[src/ccr_pkg.sv]
// package: register map, field positions, reset values and timing counts
// of the clock and range configuration register bank.
// assumes: used by every file of this block.
package ccr_pkg;

	localparam logic [14:0] OFS_CLK_COND   = 15'h002B;
	localparam logic [14:0] OFS_SYSREF_EDGE_POSITION_STATUS = 15'h002C;
	localparam logic [14:0] OFS_RANGE_A    = 15'h0030;
	localparam logic [14:0] OFS_RANGE_B    = 15'h0032;
	localparam logic [14:0] OFS_SYSREF_DLY = 15'h0029;

	localparam int          POS_FB_GAIN     = 4;
	localparam int          POS_NOISE_SUPPR = 2;
	localparam int          POS_DELAY_LSB   = 0;
	localparam logic [7:0]  CLK_COND_MASK   = 8'h17;
	localparam logic [7:0]  RST_CLK_COND    = 8'h11;
	localparam logic [23:0] RST_SYSREF_EDGE_POSITION_STATUS  = 24'h000000;
	localparam logic [15:0] RST_RANGE       = 16'hA000;
	localparam logic [15:0] RANGE_MIN_REC   = 16'h2000;
	localparam logic [15:0] RANGE_MAX       = 16'hFFFF;
	localparam logic [1:0]  DELAY_ONEHOT_RST = 2'h1;
	localparam logic [7:0]  SYSREF_DLY_MASK = 8'h0F;
	localparam logic [7:0]  RST_SYSREF_DLY  = 8'h00;

	localparam int          SPI_CMD_BITS  = 24;
	localparam int          SYNC_STAGES   = 2;

	typedef enum logic [1:0] {
		CCR_IDLE,
		CCR_HDR,
		CCR_DATA
	} ccr_phase_e;

endpackage

[src/ccr_sync.sv]
// file: two-flop synchroniser for one pin level.
// assumes: one clock; the input comes from a device pin.
`timescale 1ns/1ps
module ccr_sync
	import ccr_pkg::*;
#(
	parameter logic RST_VAL = 1'b0
) (
	input  wire logic ref_clk,
	input  wire logic sys_rst,
	input  wire logic pin_in,
	output logic      sync_out
);

	typedef struct packed {
		logic first;
		logic second;
	} ccr_sync_s;

	ccr_sync_s st;
	ccr_sync_s next_st;

	always_comb begin
		next_st        = st;
		next_st.first  = pin_in;
		next_st.second = st.first;
	end

	always_ff @(posedge ref_clk) begin
		if (sys_rst) begin
			st <= '{first: RST_VAL, second: RST_VAL};
		end else begin
			st <= next_st;
		end
	end

	assign sync_out = st.second;

endmodule

[src/ccr_byte_reg.sv]
// file: one writable byte with masked write and reset value.
// assumes: write strobe is one cycle on ref_clk.
`timescale 1ns/1ps
module ccr_byte_reg
	import ccr_pkg::*;
#(
	parameter logic [7:0] RST_VAL = 8'h00,
	parameter logic [7:0] WR_MASK = 8'hFF
) (
	input  wire logic       ref_clk,
	input  wire logic       sys_rst,
	input  wire logic       wr_en,
	input  wire logic [7:0] wr_data,
	output logic      [7:0] value
);

	typedef struct packed {
		logic [7:0] val;
	} ccr_byte_s;

	ccr_byte_s st;
	ccr_byte_s next_st;

	always_comb begin
		next_st = st;
		if (wr_en) begin
			next_st.val = wr_data & WR_MASK;
		end
	end

	always_ff @(posedge ref_clk) begin
		if (sys_rst) begin
			st.val <= RST_VAL;
		end else begin
			st <= next_st;
		end
	end

	assign value = st.val;

endmodule

[src/ccr_regs.sv]
// How it works
// - clock control byte resets 0x11, reserved read zero
// - bit 4 selects high feedback gain, resets one
// - bit 2 enables analog supply noise suppression
// - bits 1:0 one-hot sampling delay, reset 0x1; a written 0x0 or 0x3 is kept as is
// - 24-bit sysref edge position status reported
// - position register read-only, reads zero until measured
// - channel A range code, resets 0xA000
// - channel B range code, same reset
// - code 0xFFFF is the largest range
// - sysref delay choice four bits, zero for calibration
//
// file: top of the clock and range register bank, reached through a
// four-wire serial port: 1 r/w bit, 15 address bits, then data bytes,
// msb first, sampled on sclk rising edges, sdo changed on falling edges.
// assumes: sclk far slower than ref_clk; pins are asynchronous.
`timescale 1ns/1ps
module ccr_regs
	import ccr_pkg::*;
(
	input  wire logic        ref_clk,
	input  wire logic        sys_rst,
	input  wire logic        spi_csn,
	input  wire logic        spi_sclk,
	input  wire logic        spi_sdi,
	output logic             spi_sdo,
	output logic             spi_sdo_oe,
	input  wire logic [23:0] sysref_edge_position_status_in,
	input  wire logic        sysref_edge_position_status_valid,
	output logic             clk_feedback_high_gain,
	output logic             supply_noise_suppress_enable,
	output logic      [1:0]  sampling_clock_delay_onehot,
	output logic      [15:0] range_code_a,
	output logic      [15:0] range_code_b
);

	typedef struct packed {
		ccr_phase_e  phase;
		logic        sclk_d;
		logic        rd;
		logic [14:0] addr;
		logic [4:0]  bitcnt;
		logic [7:0]  shift;
		logic [7:0]  rdbyte;
		logic [23:0] pos;
		logic        sdo;
		logic        sdo_oe;
		logic        wr_stb;
		logic [14:0] wr_addr;
		logic [7:0]  wr_data;
		logic        gain;
		logic        suppr;
		logic [1:0]  dly;
		logic [15:0] rng_a;
		logic [15:0] rng_b;
	} ccr_regs_s;

	ccr_regs_s st;
	ccr_regs_s next_st;

	logic       csn_s;
	logic       sclk_s;
	logic       sdi_s;
	logic [7:0] clk_cond;
	logic [7:0] sysref_dly;
	logic [7:0] rng_a_lo;
	logic [7:0] rng_a_hi;
	logic [7:0] rng_b_lo;
	logic [7:0] rng_b_hi;
	logic [7:0] rd_mux;

	ccr_sync #(.RST_VAL(1'b1)) u_sync_csn (
		.ref_clk  (ref_clk),
		.sys_rst  (sys_rst),
		.pin_in   (spi_csn),
		.sync_out (csn_s)
	);
	ccr_sync #(.RST_VAL(1'b0)) u_sync_sclk (
		.ref_clk  (ref_clk),
		.sys_rst  (sys_rst),
		.pin_in   (spi_sclk),
		.sync_out (sclk_s)
	);
	ccr_sync #(.RST_VAL(1'b0)) u_sync_sdi (
		.ref_clk  (ref_clk),
		.sys_rst  (sys_rst),
		.pin_in   (spi_sdi),
		.sync_out (sdi_s)
	);

	// writable bytes; reserved clock control bits masked to zero
	ccr_byte_reg #(.RST_VAL(RST_CLK_COND), .WR_MASK(CLK_COND_MASK)) u_cc (
		.ref_clk (ref_clk),
		.sys_rst (sys_rst),
		.wr_en   (st.wr_stb && st.wr_addr == OFS_CLK_COND),
		.wr_data (st.wr_data),
		.value   (clk_cond)
	);
	ccr_byte_reg #(.RST_VAL(RST_RANGE[7:0])) u_ra_lo (
		.ref_clk (ref_clk),
		.sys_rst (sys_rst),
		.wr_en   (st.wr_stb && st.wr_addr == OFS_RANGE_A),
		.wr_data (st.wr_data),
		.value   (rng_a_lo)
	);
	ccr_byte_reg #(.RST_VAL(RST_RANGE[15:8])) u_ra_hi (
		.ref_clk (ref_clk),
		.sys_rst (sys_rst),
		.wr_en   (st.wr_stb && st.wr_addr == OFS_RANGE_A + 15'h0001),
		.wr_data (st.wr_data),
		.value   (rng_a_hi)
	);
	ccr_byte_reg #(.RST_VAL(RST_RANGE[7:0])) u_rb_lo (
		.ref_clk (ref_clk),
		.sys_rst (sys_rst),
		.wr_en   (st.wr_stb && st.wr_addr == OFS_RANGE_B),
		.wr_data (st.wr_data),
		.value   (rng_b_lo)
	);
	ccr_byte_reg #(.RST_VAL(RST_RANGE[15:8])) u_rb_hi (
		.ref_clk (ref_clk),
		.sys_rst (sys_rst),
		.wr_en   (st.wr_stb && st.wr_addr == OFS_RANGE_B + 15'h0001),
		.wr_data (st.wr_data),
		.value   (rng_b_hi)
	);
	// four-bit sysref delay choice; upper bits masked to zero
	ccr_byte_reg #(
		.RST_VAL (RST_SYSREF_DLY),
		.WR_MASK (SYSREF_DLY_MASK)
	) u_sd (
		.ref_clk (ref_clk),
		.sys_rst (sys_rst),
		.wr_en   (st.wr_stb && st.wr_addr == OFS_SYSREF_DLY),
		.wr_data (st.wr_data),
		.value   (sysref_dly)
	);

	// read data; multi-byte fields little endian at rising addresses
	always_comb begin
		case (st.addr)
			OFS_SYSREF_DLY:            rd_mux = sysref_dly;
			OFS_CLK_COND:              rd_mux = clk_cond & CLK_COND_MASK;
			OFS_SYSREF_EDGE_POSITION_STATUS:            rd_mux = st.pos[7:0];
			OFS_SYSREF_EDGE_POSITION_STATUS + 15'h0001: rd_mux = st.pos[15:8];
			OFS_SYSREF_EDGE_POSITION_STATUS + 15'h0002: rd_mux = st.pos[23:16];
			OFS_RANGE_A:               rd_mux = rng_a_lo;
			OFS_RANGE_A + 15'h0001:    rd_mux = rng_a_hi;
			OFS_RANGE_B:               rd_mux = rng_b_lo;
			OFS_RANGE_B + 15'h0001:    rd_mux = rng_b_hi;
			default:                   rd_mux = 8'h00;
		endcase
	end

	always_comb begin
		next_st        = st;
		next_st.sclk_d = sclk_s;
		next_st.wr_stb = 1'b0;
		// position status follows the measurement; never written by software
		if (sysref_edge_position_status_valid) begin
			next_st.pos = sysref_edge_position_status_in;
		end
		// mirrored outputs, all from flip-flops
		next_st.gain  = clk_cond[POS_FB_GAIN];
		next_st.suppr = clk_cond[POS_NOISE_SUPPR];
		next_st.dly   = clk_cond[POS_DELAY_LSB +: 2];
		next_st.rng_a = {rng_a_hi, rng_a_lo};
		next_st.rng_b = {rng_b_hi, rng_b_lo};
		if (csn_s) begin
			next_st.phase  = CCR_IDLE;
			next_st.sdo_oe = 1'b0;
			next_st.bitcnt = 5'h00;
		end else begin
			case (st.phase)
				CCR_IDLE: begin
					next_st.phase  = CCR_HDR;
					next_st.bitcnt = 5'h00;
				end
				CCR_HDR: begin
					if (sclk_s && !st.sclk_d) begin
						if (st.bitcnt == 5'h00) begin
							next_st.rd = sdi_s;
						end else begin
							next_st.addr = {st.addr[13:0], sdi_s};
						end
						if (st.bitcnt == 5'(SPI_CMD_BITS - 9)) begin
							next_st.phase  = CCR_DATA;
							next_st.bitcnt = 5'h00;
						end else begin
							next_st.bitcnt = st.bitcnt + 5'h01;
						end
					end
				end
				CCR_DATA: begin
					if (!sclk_s && st.sclk_d && st.rd) begin
						// falling edge: shift out next read bit
						if (st.bitcnt[2:0] == 3'h0) begin
							next_st.sdo    = rd_mux[7];
							next_st.rdbyte = {rd_mux[6:0], 1'b0};
						end else begin
							next_st.sdo    = st.rdbyte[7];
							next_st.rdbyte = {st.rdbyte[6:0], 1'b0};
						end
						next_st.sdo_oe = 1'b1;
					end
					if (sclk_s && !st.sclk_d) begin
						next_st.shift  = {st.shift[6:0], sdi_s};
						next_st.bitcnt = {2'b00, st.bitcnt[2:0] + 3'h1};
						if (st.bitcnt[2:0] == 3'h7) begin
							// byte done: write if not a read, then stream to next address
							next_st.wr_stb  = !st.rd;
							next_st.wr_addr = st.addr;
							next_st.wr_data = {st.shift[6:0], sdi_s};
							next_st.addr    = st.addr + 15'h0001;
						end
					end
				end
				default: begin
					next_st.phase = CCR_IDLE;
				end
			endcase
		end
	end

	always_ff @(posedge ref_clk) begin
		if (sys_rst) begin
			st        <= '0;
			st.phase  <= CCR_IDLE;
			st.pos    <= RST_SYSREF_EDGE_POSITION_STATUS;
			st.gain   <= RST_CLK_COND[POS_FB_GAIN];
			st.suppr  <= RST_CLK_COND[POS_NOISE_SUPPR];
			st.dly    <= DELAY_ONEHOT_RST;
			st.rng_a  <= RST_RANGE;
			st.rng_b  <= RST_RANGE;
		end else begin
			st <= next_st;
		end
	end

	assign spi_sdo                      = st.sdo;
	assign spi_sdo_oe                   = st.sdo_oe;
	assign clk_feedback_high_gain       = st.gain;
	assign supply_noise_suppress_enable = st.suppr;
	assign sampling_clock_delay_onehot  = st.dly;
	assign range_code_a                 = st.rng_a;
	assign range_code_b                 = st.rng_b;

endmodule

[config.mk]
export PLATFORM = sky130hd
export DESIGN_NAME = ccr_regs
export DESIGN_NICKNAME = d
export VERILOG_FILES = /design/src/ccr_pkg.sv /design/src/ccr_sync.sv /design/src/ccr_byte_reg.sv /design/src/ccr_regs.sv
export SDC_FILE = /design/constraint.sdc
export NUM_CORES = 1
export LEC_CHECK = 0
export BUFFER_PORTS_ARGS = -buffer_cell sky130_fd_sc_hd__buf_2
export CELL_PAD_IN_SITES_DETAIL_PLACEMENT = 0
export CELL_PAD_IN_SITES_GLOBAL_PLACEMENT = 2
export CORE_UTILIZATION = 39
export DETAILED_ROUTE_END_ITERATION = 16
export GPL_TIMING_DRIVEN = 0
export PLACE_DENSITY_LB_ADDON = 0.3
export SLEW_MARGIN = 20
export SYNTH_ARGS = -nofsm -noshare
export SYNTH_HDL_FRONTEND = slang
export SYNTH_SLANG_ARGS = --single-unit
[constraint.sdc]
create_clock -name ref_clk -period 3.5 [get_ports ref_clk]
set_input_delay 0.175 -clock ref_clk [delete_from_list [all_inputs] [get_ports ref_clk]]
set_output_delay 0.175 -clock ref_clk [all_outputs]
set_load 0.1 [all_outputs]
==> results.txt <==
- Post-cts gate resize count: 0
* Die Y-Extent: around 140 µm
* CP Capture Type: register
- In the routed layout, each cell is associated on average with a via count of ~5.2.
* Post-Place Worst Slack: about 0.66 ns
- Most frequent CP cell: nand3_1
- Startpoint kind of the worst setup timing path: register
- The synthesized design spends more area on one cell type than any other, namely dfxtp_1.
* Worst setup path category: register to register
- In the post-synthesis netlist, the biggest area contributors are dfxtp_1 47%, nand2_1 5.6%, a21oi_1 4.1%.
* Number of global-route vias before repair: between 6,000 and 7,000
- For this run, the leading register cell type out of synthesis is dfxtp_1.
- Flop and latch count out of synthesis: 170
- Max incr delay on CP: around 0.55 ns
* Synthesized netlist cell count: about 810
* Initial Util: 40.1%
- Setup repair after global routing left no endpoint under its margin.
- For this run, the post-layout net count is around 960.
- Hold repair after CTS inserted 25 buffers.
- Total power density per cell area: between 400 and 500 nW/µm²
- Yosys warning total: 0
- In this run, distinct cell masters in the synthesized netlist total 62.
- After floorplanning, the core was divided into 49 placement rows.
* Count of flip-flops with a built-in enable after synthesis: 0
- In the synthesized netlist, the cells that appear most often are 170 x dfxtp_1, 109 x nand2_1, 61 x nor2_1.
- Once routing completed, OpenROAD measured the worst setup slack at slightly above 0.6 ns.
- Data arrives at the worst endpoint at 3.25 ns.
* Run status: complete, but fails checks
* Clock Pin Slew Worst Setup and Hold Paths: about 0.080 ns
- Synthesis produced a netlist with a net count of between 800 and 900.
* Total congestion overflow: 0
- Violated checks: DRC, hold timing
- Buffers on Ports: 65
- The count of final max-slew check failures came to 0.
- 0 antenna diodes ended up in the layout.
- Yosys instantiated no cell more often than dfxtp_1.
- Setup crit end: st[121]$_SDFFE_PP0P_
- After routing, the total negative slack on setup checks comes to 0 ns.
* Family with the most delay on the worst path: simple AND/OR/NAND/NOR gates
- The floorplan step set the die width to around 140 µm.
- Min-Delay Path Class: primary input to register
- Across all hold checks on the routed design, the worst slack comes to -0.000275 ns.
* H-tree level count: 4
- Root Buffer Master: clkbuf_16
* CP Cell Sequence: ha_1, clkbuf_1, nand3_1, or3_1, o41ai_1, nand3_1, a31oi_1
* Worst Tran Pin Value: approximately 0.86 ns
- Headroom to the max-slew limit came out at 42.2%.
- Before antenna repair, the detailed router went through 12 iterations.
- Leak pwr: about 3.2 nW
- Of all flip-flops after synthesis, the portion carrying an async set or reset was 0%.
- Detailed-placement wirelength estimate: approximately 14,000 µm
* Pin count of the biggest net entering global routing: 19
- For this design the top-level I/O count stands at 68.
* Maximum number of buffers from clock root to sink: 2
- Buffering stage count on the worst path with inverters included: 1
- Fraction of final layout cells with drive strength greater than 1: a little under a fifth
* Synthesized cell area: about 7300 µm²
- For this run, the register share of the synthesized area comes to 46.9%.
* Final Hold Vio Count: 1
- Buffer count from post-CTS setup fixing: 0
- Area share of the leading cell type in the synthesized netlist: roughly 47%
* Worst flop-to-flop path endpoint: st[121]$_SDFFE_PP0P_
* Initial antenna violation count: 0
- Endpoint required time on the critical path: slightly below 4 ns
- Mean area per synthesized cell: roughly 8.9 µm²
- Inserted Clock Buffers: 17
* Highest fanout seen on the critical path: 10
* Detailed-route wire length per cell: roughly 17 µm
- Clk_lat worst skew: around 0.43 ns
- Number of routed nets with antenna violations: 0
* Iteration-0 DRC Markers: 380
- The startpoint identified for the worst register-to-register timing path is st[107]$_SDFFE_PP0P_.
* Area growth from synthesis to final layout: 20.0%
* Min Tclk post-route: a little under 3 ns
* Routed wire length: around 20,000 µm
- TritonCTS clock tree: yes
- Max Clk Rate: approximately 350 MHz
- The clock net in this run drives a total of 170 sinks.
- Setup-failing EPs final: 0
* Worst clock skew on the final layout: ~0.01 ns
- The first global-routing pass estimated around 32,000 µm of wire.
* Placer Congestion: ~0.84
- The most critical setup path has its startpoint at st[107]$_SDFFE_PP0P_.
- For this run, design rule violations remaining after detail routing come to 10.
* Worst IR drop on VDD: roughly 0.33 mV
* Core Footprint: about 18,000 µm²
* WP depth: 7
* Maximum capacitance violations: 0
- The routed layout has 6,101 vias.
- Global routing used roughly a fifth of the available tracks across all layers.
* Slowest stage cell on the critical path: dfxtp_1
* Fin crit share: 82.6%
- Number of cells on the worst reg-to-reg path: 7
* Worst R2R Setup Slack: 0.61 ns
- The floorplan step defined a die boundary enclosing ~19,000 µm².
[cell usage in the layout (no fill, tap or decap), types with 4 or more instances in the layout]
| master | count |
|---|---|
| o31ai_1 | 16 |
| a22o_2 | 5 |
| dfxtp_1 | 170 |
| a211oi_1 | 11 |
| nand3_1 | 15 |
| a221oi_1 | 7 |
| nor2_1 | 61 |
| nor2b_1 | 40 |
| buf_2 | 65 |
| clkbuf_16 | 17 |
| dlygate4sd3_1 | 25 |
| buf_4 | 36 |
| a22oi_1 | 21 |
| inv_1 | 13 |
| a21oi_1 | 60 |
| nand2_1 | 109 |
| nand2b_1 | 12 |
| o21ai_1 | 4 |
| nor3b_1 | 5 |
| o21ai_0 | 46 |
| clkbuf_8 | 6 |
| a31oi_1 | 5 |
| ha_1 | 12 |
| nor3_1 | 8 |
| mux2i_1 | 28 |
| inv_8 | 5 |
| nor4_1 | 8 |
| inv_6 | 4 |
| or2_2 | 10 |
| clkbuf_1 | 39 |
| nand4_1 | 5 |
[flip-flops by register name, indices dropped and copies added, names as in the netlist, 2 cells and up]
register                     cells
u_ra_hi.value                    8
range_code_a                    16
u_cc.value                       4
u_sd.value                       4
u_ra_lo.value                    8
range_code_b                    16
u_rb_lo.value                    8
sampling_clock_delay_onehot      2
st                              86
u_rb_hi.value                    8
[how the worst min path moves through the flow]
stage	startpoint	endpoint	slack (ns)	cells after the start
global route	sysref_edge_position_status_in[22]	st[84]$_SDFFE_PP0P_	0.02	3
floorplan	spi_csn	u_sync_csn.next_st[0]$_SDFF_PP1_	0.28	1
CTS	sysref_edge_position_status_in[22]	st[84]$_SDFFE_PP0P_	0.000004	3
global placement	spi_csn	u_sync_csn.next_st[0]$_SDFF_PP1_	0.36	2
finish	sysref_edge_position_status_in[22]	st[84]$_SDFFE_PP0P_	-0.0003	3
detailed placement	spi_csn	u_sync_csn.next_st[0]$_SDFF_PP1_	0.37	2
[worst register-to-register path: cells and delay by family, from the launching register on]
kind / cells / cell delay [ns]
compound gates: 2 / 0.50
buf+inv: 1 / 0.52
flops: 1 / 0.55
simple gates: 3 / 1.04
fa+ha+maj: 1 / 0.21
[routing by layer]
metal  global-route usage (%)  wire, µm  share of wire (%)  vias up
met2                     35.4      9340                 48      156
met1                     27.6      9180                 47     2864
li1                         -         -                  -     3047
met3                     3.43       742                3.8       34
met5                        0         0                  0        -
met4                     8.46       367                1.9        0
[cell type report]
| type | instances | area [µm²] |
|---|---|---|
| Sequential cell | 170 | 3400 |
| Timing Repair Buffer | 90 | 576 |
| Clock buffer | 18 | 439 |
| Clock inverter | 14 | 146 |
| Buffer | 86 | 532 |
| Inverter | 14 | 52.6 |
| Tap cell | 229 | 287 |
| Fill cell | 1779 | 9390 |
| Multi-Input combinational cell | 542 | 3260 |
[kinds of logic after synthesis]
| family | after synthesis | synth area share (%) |
|---|---|---|
| buffers and inverters | 100 | 8.06 |
| adders and majority gates | 12 | 2.07 |
| muxes | 28 | 3.86 |
| DFF | 170 | 46.9 |
| xor gates and xnor gates | 1 | 0.121 |
| and+or+nand+nor | 297 | 20.8 |
| AOI/OAI and AO/OA | 204 | 18.2 |
[where the power goes]
part,internal (W),leakage [nW],switching (W)
combinational,0.0000603,1.53,0.0000647
sequential,0.00195,1.38,0.0000125
clock,0.000973,0.291,0.000883
total,0.00299,3.20,0.000960
[metrics by stage]
stage                     instance area (µm²)  std cells  total power [W]  utilization (%)
final                                    8700       1163          0.00395             48.1
after detailed placement                 7860       1106          0.00211             43.5
after global routing                     8700       1163          0.00408             48.1
after floorplan                          7250        812          0.00207                -
after CTS                                8700       1163          0.00398             48.1
after global placement                   7860       1106          0.00211             43.5
Power figures use the tool's default switching activity.
